## src/bwa_params.svh

```systemverilog
/*
  Constants of the binary word arithmetic and logic unit: widths,
  register offsets, field positions and reset values.
  Assumes inclusion by bare name from the package and the unit.
*/
`ifndef BWA_PARAMS_SVH
`define BWA_PARAMS_SVH

// Datapath and register port widths
`define BWA_W            16
`define BWA_AW           4

// Register offsets (word addresses on the plain port)
`define BWA_ADDR_CTRL    4'h0
`define BWA_ADDR_FLAGS   4'h1
`define BWA_ADDR_RES_LO  4'h2
`define BWA_ADDR_RES_HI  4'h3

// Field positions
`define BWA_CTRL_EN_BIT  0
`define BWA_FLG_CY_BIT   0
`define BWA_FLG_ZR_BIT   1
`define BWA_FLG_FT_BIT   2

// Reset values and fixed words
`define BWA_CTRL_RST     1'b1
`define BWA_WORD_ZERO    16'h0000
`define BWA_DWORD_ZERO   32'h0000_0000

// Controller bit address at which the carry flag is held
`define BWA_CARRY_BIT_ADDR 25504

`endif

```

## src/bwa_pkg.sv

```systemverilog
/*
  Types of the binary word arithmetic and logic unit: operation codes,
  the request carried from the sequencer and the flag group.
  Assumes bwa_params.svh is on the include path.
*/
`include "bwa_params.svh"

package bwa_pkg;

  // Operation codes, one-hot
  typedef enum logic [4:0] {
    bwa_binary_subtract_op     = 5'h01,
    bwa_binary_multiply_op     = 5'h02,
    bwa_binary_divide_op       = 5'h04,
    bwa_bitwise_conjunction_op = 5'h08,
    bwa_carry_clear_op         = 5'h10
  } bwa_op_t;

  // One instruction as handed over by the sequencer
  typedef struct packed {
    bwa_op_t             op;
    logic                exec_cond;
    logic                operand_fault;
    logic [`BWA_W-1:0]   operand_a;
    logic [`BWA_W-1:0]   operand_b;
  } bwa_req_t;

  // Controller flags
  typedef struct packed {
    logic fault_indicator;
    logic zero_result_flag;
    logic carry_flag;
  } bwa_flags_t;

endpackage

```

## src/bwa_alu.sv

```systemverilog
/*
  Binary word arithmetic and logic unit: subtract with borrow, multiply
  to two words, divide to quotient and remainder, bitwise AND and carry
  clear on 16-bit unsigned words, with carry, zero and fault flags and
  a small register port.
  Assumes the sequencer presents one instruction per op_valid cycle,
  with operands already fetched and operand_fault set when an
  indirectly addressed word does not exist.
*/
// Functional notes
// - With execution condition false, results and flags stay untouched.
// - Subtract: base word minus deducted word minus carry, low word out.
// - Negative difference sets carry, result is two's complement.
// - Carry after subtract is one exactly when base < deducted+carry.
// - Multiply: product low word to result, high word to next word.
// - Divide numerator by denominator; zero denominator raises fault.
// - Divide writes quotient to first word, remainder to next word.
// - Bitwise AND of the two logic inputs goes to the result.
// - Zero flag set when the produced result is zero (both product words for multiply), else cleared.
// - Missing indirectly addressed operand word raises the fault.
`timescale 1ns/1ns
`default_nettype none
`include "bwa_params.svh"

module bwa_alu
(
  input  wire logic                sys_clk,
  input  wire logic                rst_n,
  input  wire logic                ce,
  input  wire logic                op_valid,
  input  wire bwa_pkg::bwa_req_t   op_req,
  input  wire logic [`BWA_AW-1:0]  reg_addr,
  input  wire logic [`BWA_W-1:0]   reg_wdata,
  input  wire logic                reg_wr,
  input  wire logic                reg_rd,
  output logic [`BWA_W-1:0]        reg_rdata,
  output logic [`BWA_W-1:0]        result_lo,
  output logic [`BWA_W-1:0]        result_hi,
  output logic                     result_lo_wr,
  output logic                     result_hi_wr,
  output logic                     op_done,
  output bwa_pkg::bwa_flags_t      flags
);

  logic                   en_reg;
  logic [`BWA_W-1:0]      lo_reg;
  logic [`BWA_W-1:0]      hi_reg;
  logic                   lo_wr_reg;
  logic                   hi_wr_reg;
  logic                   done_reg;
  logic                   cy_reg;
  logic                   zr_reg;
  logic                   ft_reg;
  logic [`BWA_W-1:0]      rdata_reg;

  logic                   take;
  logic                   exec;
  logic [`BWA_W:0]        diff;
  logic [2*`BWA_W-1:0]    prod;
  logic [`BWA_W-1:0]      quot;
  logic [`BWA_W-1:0]      rem;
  logic [`BWA_W-1:0]      lo_next;
  logic [`BWA_W-1:0]      hi_next;
  logic                   lo_wr_next;
  logic                   hi_wr_next;
  logic                   cy_next;
  logic                   zr_next;
  logic                   ft_next;
  logic                   set_fault;
  logic                   sw_flag_wr;

  // An instruction is taken only while the unit is enabled
  assign take = ce & op_valid & en_reg;
  // Not executed when the condition is off
  assign exec = take & op_req.exec_cond;
  assign sw_flag_wr = ce & reg_wr & (reg_addr == `BWA_ADDR_FLAGS);

  // Borrow comes out as bit 16 of the widened difference
  assign diff = {1'b0, op_req.operand_a} - {1'b0, op_req.operand_b}
                - {{`BWA_W{1'b0}}, cy_reg};
  assign prod = {`BWA_WORD_ZERO, op_req.operand_a}
                * {`BWA_WORD_ZERO, op_req.operand_b};
  // Guard keeps the divider defined when the denominator is zero
  assign quot = (op_req.operand_b == `BWA_WORD_ZERO) ? `BWA_WORD_ZERO
                : op_req.operand_a / op_req.operand_b;
  assign rem  = (op_req.operand_b == `BWA_WORD_ZERO) ? `BWA_WORD_ZERO
                : op_req.operand_a % op_req.operand_b;

  // Result and flag next values for the executed instruction
  always_comb
  begin
    lo_next    = lo_reg;
    hi_next    = hi_reg;
    lo_wr_next = 1'b0;
    hi_wr_next = 1'b0;
    cy_next    = cy_reg;
    zr_next    = zr_reg;
    set_fault  = 1'b0;
    if (exec)
    begin
      if (op_req.operand_fault)
      begin
        set_fault = 1'b1;
      end
      else
      begin
        case (op_req.op)
          bwa_pkg::bwa_binary_subtract_op:
          begin
            lo_next    = diff[`BWA_W-1:0];
            lo_wr_next = 1'b1;
            cy_next    = diff[`BWA_W];
            zr_next    = (diff[`BWA_W-1:0] == `BWA_WORD_ZERO);
          end
          bwa_pkg::bwa_binary_multiply_op:
          begin
            lo_next    = prod[`BWA_W-1:0];
            hi_next    = prod[2*`BWA_W-1:`BWA_W];
            lo_wr_next = 1'b1;
            hi_wr_next = 1'b1;
            zr_next    = (prod == `BWA_DWORD_ZERO);
          end
          bwa_pkg::bwa_binary_divide_op:
          begin
            if (op_req.operand_b == `BWA_WORD_ZERO)
            begin
              set_fault = 1'b1;
            end
            else
            begin
              lo_next    = quot;
              hi_next    = rem;
              lo_wr_next = 1'b1;
              hi_wr_next = 1'b1;
              zr_next    = (quot == `BWA_WORD_ZERO);
            end
          end
          bwa_pkg::bwa_bitwise_conjunction_op:
          begin
            lo_next    = op_req.operand_a & op_req.operand_b;
            lo_wr_next = 1'b1;
            zr_next    = ((op_req.operand_a & op_req.operand_b)
                          == `BWA_WORD_ZERO);
          end
          bwa_pkg::bwa_carry_clear_op:
          begin
            cy_next = 1'b0;
          end
          default:
          begin
            lo_next = lo_reg;
          end
        endcase
      end
    end
    else if (sw_flag_wr)
    begin
      // Software may preset the carry; an executed instruction wins
      cy_next = reg_wdata[`BWA_FLG_CY_BIT];
    end
  end

  // Fault is sticky until software writes one to it; a new set wins
  always_comb
  begin
    ft_next = ft_reg;
    if (sw_flag_wr & reg_wdata[`BWA_FLG_FT_BIT])
    begin
      ft_next = 1'b0;
    end
    if (set_fault)
    begin
      ft_next = 1'b1;
    end
  end

  // Result words and write pulses
  always_ff @(posedge sys_clk or negedge rst_n)
  begin
    if (!rst_n)
    begin
      lo_reg    <= `BWA_WORD_ZERO;
      hi_reg    <= `BWA_WORD_ZERO;
      lo_wr_reg <= 1'b0;
      hi_wr_reg <= 1'b0;
      done_reg  <= 1'b0;
    end
    else if (ce)
    begin
      lo_reg    <= lo_next;
      hi_reg    <= hi_next;
      lo_wr_reg <= lo_wr_next;
      hi_wr_reg <= hi_wr_next;
      done_reg  <= take;
    end
  end

  // Flags
  always_ff @(posedge sys_clk or negedge rst_n)
  begin
    if (!rst_n)
    begin
      cy_reg <= 1'b0;
      zr_reg <= 1'b0;
      ft_reg <= 1'b0;
    end
    else if (ce)
    begin
      cy_reg <= cy_next;
      zr_reg <= zr_next;
      ft_reg <= ft_next;
    end
  end

  // Control register: unit enable
  always_ff @(posedge sys_clk or negedge rst_n)
  begin
    if (!rst_n)
    begin
      en_reg <= `BWA_CTRL_RST;
    end
    else if (ce & reg_wr & (reg_addr == `BWA_ADDR_CTRL))
    begin
      en_reg <= reg_wdata[`BWA_CTRL_EN_BIT];
    end
  end

  // Read data, one cycle after the strobe; unmapped reads give zero
  always_ff @(posedge sys_clk or negedge rst_n)
  begin
    if (!rst_n)
    begin
      rdata_reg <= `BWA_WORD_ZERO;
    end
    else if (ce)
    begin
      rdata_reg <= `BWA_WORD_ZERO;
      if (reg_rd)
      begin
        case (reg_addr)
          `BWA_ADDR_CTRL:   rdata_reg[`BWA_CTRL_EN_BIT] <= en_reg;
          `BWA_ADDR_FLAGS:
          begin
            rdata_reg[`BWA_FLG_CY_BIT] <= cy_reg;
            rdata_reg[`BWA_FLG_ZR_BIT] <= zr_reg;
            rdata_reg[`BWA_FLG_FT_BIT] <= ft_reg;
          end
          `BWA_ADDR_RES_LO: rdata_reg <= lo_reg;
          `BWA_ADDR_RES_HI: rdata_reg <= hi_reg;
          default:          rdata_reg <= `BWA_WORD_ZERO;
        endcase
      end
    end
  end

  assign reg_rdata              = rdata_reg;
  assign result_lo              = lo_reg;
  assign result_hi              = hi_reg;
  assign result_lo_wr           = lo_wr_reg;
  assign result_hi_wr           = hi_wr_reg;
  assign op_done                = done_reg;
  // One driver for the whole flag group: fault, zero, carry from the top
  assign flags                  = {ft_reg, zr_reg, cy_reg};

  // Checking aid: instruction and pre-op state of the previous clock cycle
  logic                 h_exec;
  logic                 h_take;
  logic                 h_cy;
  logic                 h_zr;
  logic [`BWA_W-1:0]    h_lo;
  bwa_pkg::bwa_req_t    h_req;

  always_ff @(posedge sys_clk or negedge rst_n)
  begin
    if (!rst_n)
    begin
      h_exec <= 1'b0;
      h_take <= 1'b0;
      h_cy   <= 1'b0;
      h_zr   <= 1'b0;
      h_lo   <= `BWA_WORD_ZERO;
      h_req  <= '0;
    end
    else
    begin
      h_exec <= exec;
      h_take <= take;
      h_cy   <= cy_reg;
      h_zr   <= zr_reg;
      h_lo   <= lo_reg;
      h_req  <= op_req;
    end
  end
endmodule
`default_nettype wire

```

## config.mk

```make
export PLATFORM = sky130hd
export DESIGN_NAME = bwa_alu
export DESIGN_NICKNAME = d
export VERILOG_FILES = /design/src/bwa_pkg.sv /design/src/bwa_alu.sv
export VERILOG_INCLUDE_DIRS = /design/src /design/src/src
export SDC_FILE = /design/constraint.sdc
export NUM_CORES = 1
export LEC_CHECK = 0
export ABC_AREA = 1
export BUFFER_PORTS_ARGS = -buffer_cell sky130_fd_sc_hd__buf_2
export CAP_MARGIN = 20
export CORE_UTILIZATION = 45
export DETAILED_ROUTE_END_ITERATION = 7
export PLACE_DENSITY = 0.67
export SYNTH_ARGS = -nofsm -noshare
export SYNTH_HDL_FRONTEND = slang
export SYNTH_SLANG_ARGS = --single-unit
```

## constraint.sdc

```tcl
create_clock -name sys_clk -period 3.85 [get_ports sys_clk]
set_input_delay 0.5775 -clock sys_clk [delete_from_list [all_inputs] [get_ports sys_clk]]
set_output_delay 0.5775 -clock sys_clk [all_outputs]
set_load 0.005 [all_outputs]
```

==> flow_summary.toml, run 1 <==
[synth]
synthSimpleGateAreaFrac_pct = 27.3
synth.avg_cell_area_um2 = 6.87
synth_fp_nets = 3570
synthCells = 3019
yosysSeqAreaShare_pct = 6.64
synth_compound_area_share_pct = 11.1
synthXorXnorAreaFrac_pct = 4.69
synth_top_cell_area_share_pct = 19.0
synthTopCellsByArea = "fa_1 19%, ha_1 17%, nand2_1 14%"
synth_edf_count = 0
ys_seq_elements = 55
muxShareOfSynthArea_pct = 0.0543
synth_area_um2 = 20700
yosys_warnings = 0
yosys.area.top_type = "fa_1"
ys.flop_type = "dfrtp_1"
netlist_top_cells_count = "777 x nand2_1, 584 x inv_1, 289 x ha_1"
yosys.cell_count.top_type = "nand2_1"
ys_types = 78
ys_async_sr_fraction_pct = 100
synth_top_family_by_area = "adder cells"
synthAdderAreaFrac_pct = 36.4

[layout]
fin_nets = 4550
area_growth_pct = 58.6
drive_gt1_share_pct = 44.8
final_cells = 4600
utilization_pct = 72.5
antenna_cells = 0

[clock_tree]
root_buffer = "clkbuf_16"
cts-buffers-inserted = 5
cts_tree = "done"
clk_latency_ns = 0.29
clk_path_buf_depth = 2
clock-sinks = 55
clkTransAtPathRegs_ns = 0.07
htree_levels = 2

[drt]
ant_nets = 0
drc = 0
dr.pass1.iters = 6
wirelength_um = 90000
vias = 25400
via_per_inst = 5.52
drt_iter0_markers = 2318
detail_route.wl_per_cell_um = 19.6

[power_and_ir_drop]
power-per-cell-area_nw_per_um2 = 740
power.total_uw = 24400
ir_drop_mv = 1.84
p_leak_uw = 0.0179

[floorplanning]
core-area_um2 = 45400
die_h_um = 217
io_pins = 119
die-area_um2 = 47000
start_util_pct = 45.7
row_count = 78
die_w_um = 217

[grt]
gr-total-overflow = 0
grt_pass1_vias = 25400
grt_max_degree = 36
antenna_found_initial = 0
gr-usage-all-layers_pct = 34.7
grt_pass1_wl_um = 130000

[sta]
final_hold_viol_count = 0
tightestPinTransition_ns = 0.972
clock.fmax_ghz = 0.0432
grt_setup_unrepaired = "yes"
period_share_pct = 601
relSlewSlack_pct = 34.7
period_needed_ns = 23.14
setup_ws_ns = -19.29
final-max-slew-violation-count = 0
setup_viol = 33
tns_ns = -460.09
fin_worst_skew_ns = 0.00291

[setup_path]
crit_type = "input port to flop"
start_kind = "input port"
required_ns = 4.00
cp_common_cell = "nand2_2"
slowest_stage = "nor4_4"
path_max_fanout = 6
cp.arrival_ns = 23.29
critical-path-max-stage-delay_ns = 0.32
end_kind = "flop"

[placed_design]
dp_slack_ns = -19.23
placed_cells = 4366
gp_congestion = 1.03
portBuffers = 104
detailed_place_hpwl_um = 62200

[flow_run]
cap_violations = 0

[run_status]
violations = "negative setup slack"
outcome = "finished with violations"

[hold_path]
hold_path.class = "input port to async pin"
## cells in the final DEF, fill, tap and decap left out, types with 11 or more instances in the layout
cell	count
a21oi_1	75
nand3_1	98
inv_2	63
nor2_1	96
nand2_4	42
o21ai_2	32
a21oi_2	43
nor3_1	14
buf_4	899
nand3_4	21
o22ai_1	11
buf_12	11
ha_4	92
or2_2	27
o211ai_1	14
dfrtp_1	54
buf_2	99
o21ai_4	11
nand4_1	19
nor2_2	13
o21bai_1	15
fa_1	194
inv_1	541
and2_1	11
xor2_1	69
nand3_2	69
o21ai_0	51
nand2_1	614
buf_6	53
ha_1	193
o21ai_1	38
a21oi_4	14
nand2_2	155
xnor2_1	36
## layout make-up
class | count | area (µm²)
multi-input combinational | 2233 | 19900
fill | 3218 | 12500
timing repair buffer | 1077 | 8300
inverter | 623 | 2420
sequential | 55 | 1380
tap | 600 | 751
clock buffer | 5 | 125
timing repair inverter | 4 | 37.5
clock inverter | 3 | 20.0
## where the power goes
part | total (µW) | internal [µW] | switching [µW] | leakage [µW]
Clock | 452 | 240 | 211 | 0.0000658
Combinational | 23200 | 11700 | 11600 | 0.0172
Sequential | 667 | 622 | 45.0 | 0.000670
Total | 24400 | 12500 | 11800 | 0.0179
## metrics by stage
stage	area, µm²	hold slack [ns]
after floorplan	22000	0.282
after global placement	28100	0.462
after detailed placement	28100	0.461
after CTS	31100	0.239
after global routing	32900	0.252
final	32900	0.227
## worst max-delay path: cells and delay by family
family          cells  cell delay (ns)
compound gates     32             4.68
xor+xnor            3             0.35
fa+ha+maj          15             3.96
buf+inv            39             3.80
simple gates       97             9.80
## worst paths after layout
| path | from | endpoint | slack (ns) | cells after the start |
|---|---|---|---|---|
| worst max-delay path | op_req[23] | zr_reg$_DFFE_PN0P_ | -19.29 | 186 |
| worst min-delay path | rst_n | op_done$_DFFE_PN0P_ | 0.23 | 1 |
| worst max register to register | cy_reg$_DFFE_PN0P_ | zr_reg$_DFFE_PN0P_ | 0.07 | 23 |
| worst min register to register | reg_rdata[7]$_DFFE_PN0P_ | reg_rdata[7]$_DFFE_PN0P_ | 0.48 | 2 |
| max in group asynchronous | rst_n | en_reg$_DFFE_PN1P_ | 2.78 | 2 |
| min in group sys_clk | reg_rdata[7]$_DFFE_PN0P_ | reg_rdata[7]$_DFFE_PN0P_ | 0.48 | 2 |
## per-layer routing
layer / vias to the layer above / GRT usage (%) / routed length, µm
met3: 377 / 3.94 / 7800
met4: 0 / 14.1 / 5140
met1: 12200 / 44.0 / 34700
li1: 11500 / - / -
met2: 1326 / 59.6 / 42300
met5: - / 0 / 0
## cell families (layout without fill, tap and decap cells)
logic type | count (synthesis) | count (layout)
buf+inv | 732 | 1712
compound gates | 383 | 383
simple gates | 1251 | 1252
xor+xnor | 111 | 111
mux | 1 | 1
flops | 55 | 55
fa+ha+maj | 486 | 486
## timing repair
| item | 4_1_cts | 5_1_grt |
|---|---|---|
| hold buffers | 0 | 0 |
| gates resized for setup | 351 | 273 |
| buffers inserted | 152 | 75 |
| endpoints found under the setup margin | 34 | 34 |
| cloned | 6 | 2 |
| pin swaps | 155 | 228 |
Power figures use the tool's default switching activity.
==> run 2, diff against run 1 <==
- CORE_UTILIZATION: 45 -> 30
- PLACE_DENSITY: 0.67 -> 0.5
==> flow_summary.toml, run 2 (synthesized netlist as in run 1, its figures left out) <==
[power_and_ir_drop]
power-per-cell-area_nw_per_um2 = 727
ir_drop_mv = 1.72
p_leak_uw = 0.0178

[grt]
grt_max_degree = 33
gr-usage-all-layers_pct = 22.6
grt_pass1_wl_um = 125000
antenna_found_initial = 4
gr-total-overflow = 0
grt_pass1_vias = 22800

[layout]
fillerInstances = 6711
area_growth_pct = 59.0
final_common_cell = "buf_4"
fin_nets = 4535
multi_input_comb_area_um2 = 19600
layout_common_cells = "896 x buf_4, 627 x nand2_1, 544 x inv_1"
ff_latch_area_um2 = 1380
drive_gt1_share_pct = 43.8
stdcell_area_um2 = 33000

[setup_path]
critical-path-max-stage-delay_ns = 0.31
end_kind = "flop"
cp.arrival_ns = 22.35
required_ns = 4.07
cp_common_cell = "nand2_2"
crit_type = "input port to flop"
start_kind = "input port"
path_max_fanout = 7
slowest_stage = "ha_4"
crit_buf_inv = 53
crit_family = "simple AND/OR/NAND/NOR gates"

[sta]
tightestPinTransition_ns = 1.01
tns_ns = -433.99
grt_setup_unrepaired = "yes"
period_share_pct = 575
final-max-slew-violation-count = 0
setup_viol = 34
fin_worst_skew_ns = 0.00393
clock.fmax_ghz = 0.0452
final_hold_viol_count = 0
period_needed_ns = 22.12
setup_ws_ns = -18.27
relSlewSlack_pct = 31.8

[clock_tree]
root_buffer = "clkbuf_16"
clk_path_buf_depth = 2
cts_tree = "done"
holdBufCountCts = 0
clkTransAtPathRegs_ns = 0.07
htree_levels = 2
clock-sinks = 55
clk_latency_ns = 0.30
cts-buffers-inserted = 5

[floorplanning]
die-area_um2 = 70200
start_util_pct = 30.3
core-area_um2 = 68500
row_count = 96
die_w_um = 265
die_h_um = 265
io_pins = 119

[placed_design]
portBuffers = 104
gp_congestion = 0.977
detailed_place_hpwl_um = 64200
post_dp_cell_area_um2 = 28400

[drt]
wl_met1_um = 37400
vias = 23000
wirelength_um = 81800
dr.pass1.iters = 5
drt_iter0_markers = 1265
detail_route.wl_per_cell_um = 16.8
drc = 0
ant_nets = 0
wl_met2_um = 37800
wl_met3_um = 4330
top_layer = "met5"
via_per_inst = 4.73

[run_status]
violations = "negative setup slack"
outcome = "finished with violations"

[hold_path]
hold_path.class = "input port to async pin"

[flow_run]
cap_violations = 0
==> run 2: changes by cell type in the layout (fill, tap and decap cells not counted), moves of 4 or more <==
cell,previous run,this run
a21oi_4,14,9
buf_12,11,17
buf_6,53,30
buf_8,10,15
clkinvlp_4,7,3
ha_1,193,200
ha_4,92,84
nand2_1,614,627
nand2_2,155,141
==> run 2: area by class of cell <==
class | instances | area share, %
multi-input combinational | 2233 | 59.6
inverter | 623 | 7.35
clock inverter | 3 | 0.0569
sequential | 55 | 4.18
tap | 882 | 3.35
timing repair buffer | 1062 | 25.0
antenna | 2 | 0.0152
timing repair inverter | 4 | 0.121
clock buffer | 5 | 0.379
==> run 2: what timing repair did <==
item                       CTS  global route
setup endpoints to repair   34            34
setup buffers              134            70
pin swaps                  157           217
gates cloned                 7             3
gates resized for setup    220           364
==> run 2: stage by stage <==
step                setup slack [ns]  instances  utilization, %  hold WS, ns  total power, µW
global placement              -18.84       4651            41.5        0.461            22100
floorplan                     -17.35       3019               -        0.282            10400
CTS                           -17.82       4800            44.8        0.282            23200
global route                  -19.70       4867            48.2        0.314            26000
finish                        -18.27       4869            48.2        0.264            24000
detailed placement            -19.09       4651            41.5        0.461            22000
==> run 2: worst paths after layout <==
path	from	depth (start not counted)	slack (ns)	end
setup / recovery	op_req[0]	190	-18.27	result_hi[3]$_DFFE_PN0P_
hold / removal	rst_n	1	0.26	result_lo_wr$_DFFE_PN0P_
setup reg to reg	cy_reg$_DFFE_PN0P_	20	0.27	zr_reg$_DFFE_PN0P_
hold reg to reg	op_done$_DFFE_PN0P_	2	0.48	op_done$_DFFE_PN0P_
max in group asynchronous	rst_n	2	2.74	reg_rdata[12]$_DFFE_PN0P_
min in group sys_clk	op_done$_DFFE_PN0P_	2	0.48	op_done$_DFFE_PN0P_
==> run 2: layer usage <==
layer / up-vias / global-route usage (%)
met5: - / 0
met4: 4 / 5.16
li1: 11400 / -
met1: 11000 / 31.2
met3: 102 / 2.14
met2: 511 / 37.8
==> run 2: power breakdown <==
part	leakage (µW)	switching (µW)	internal, µW	total [µW]
Clock	0.0000740	218	242	459
Sequential	0.000670	46.7	622	669
Combinational	0.0171	11200	11700	22900
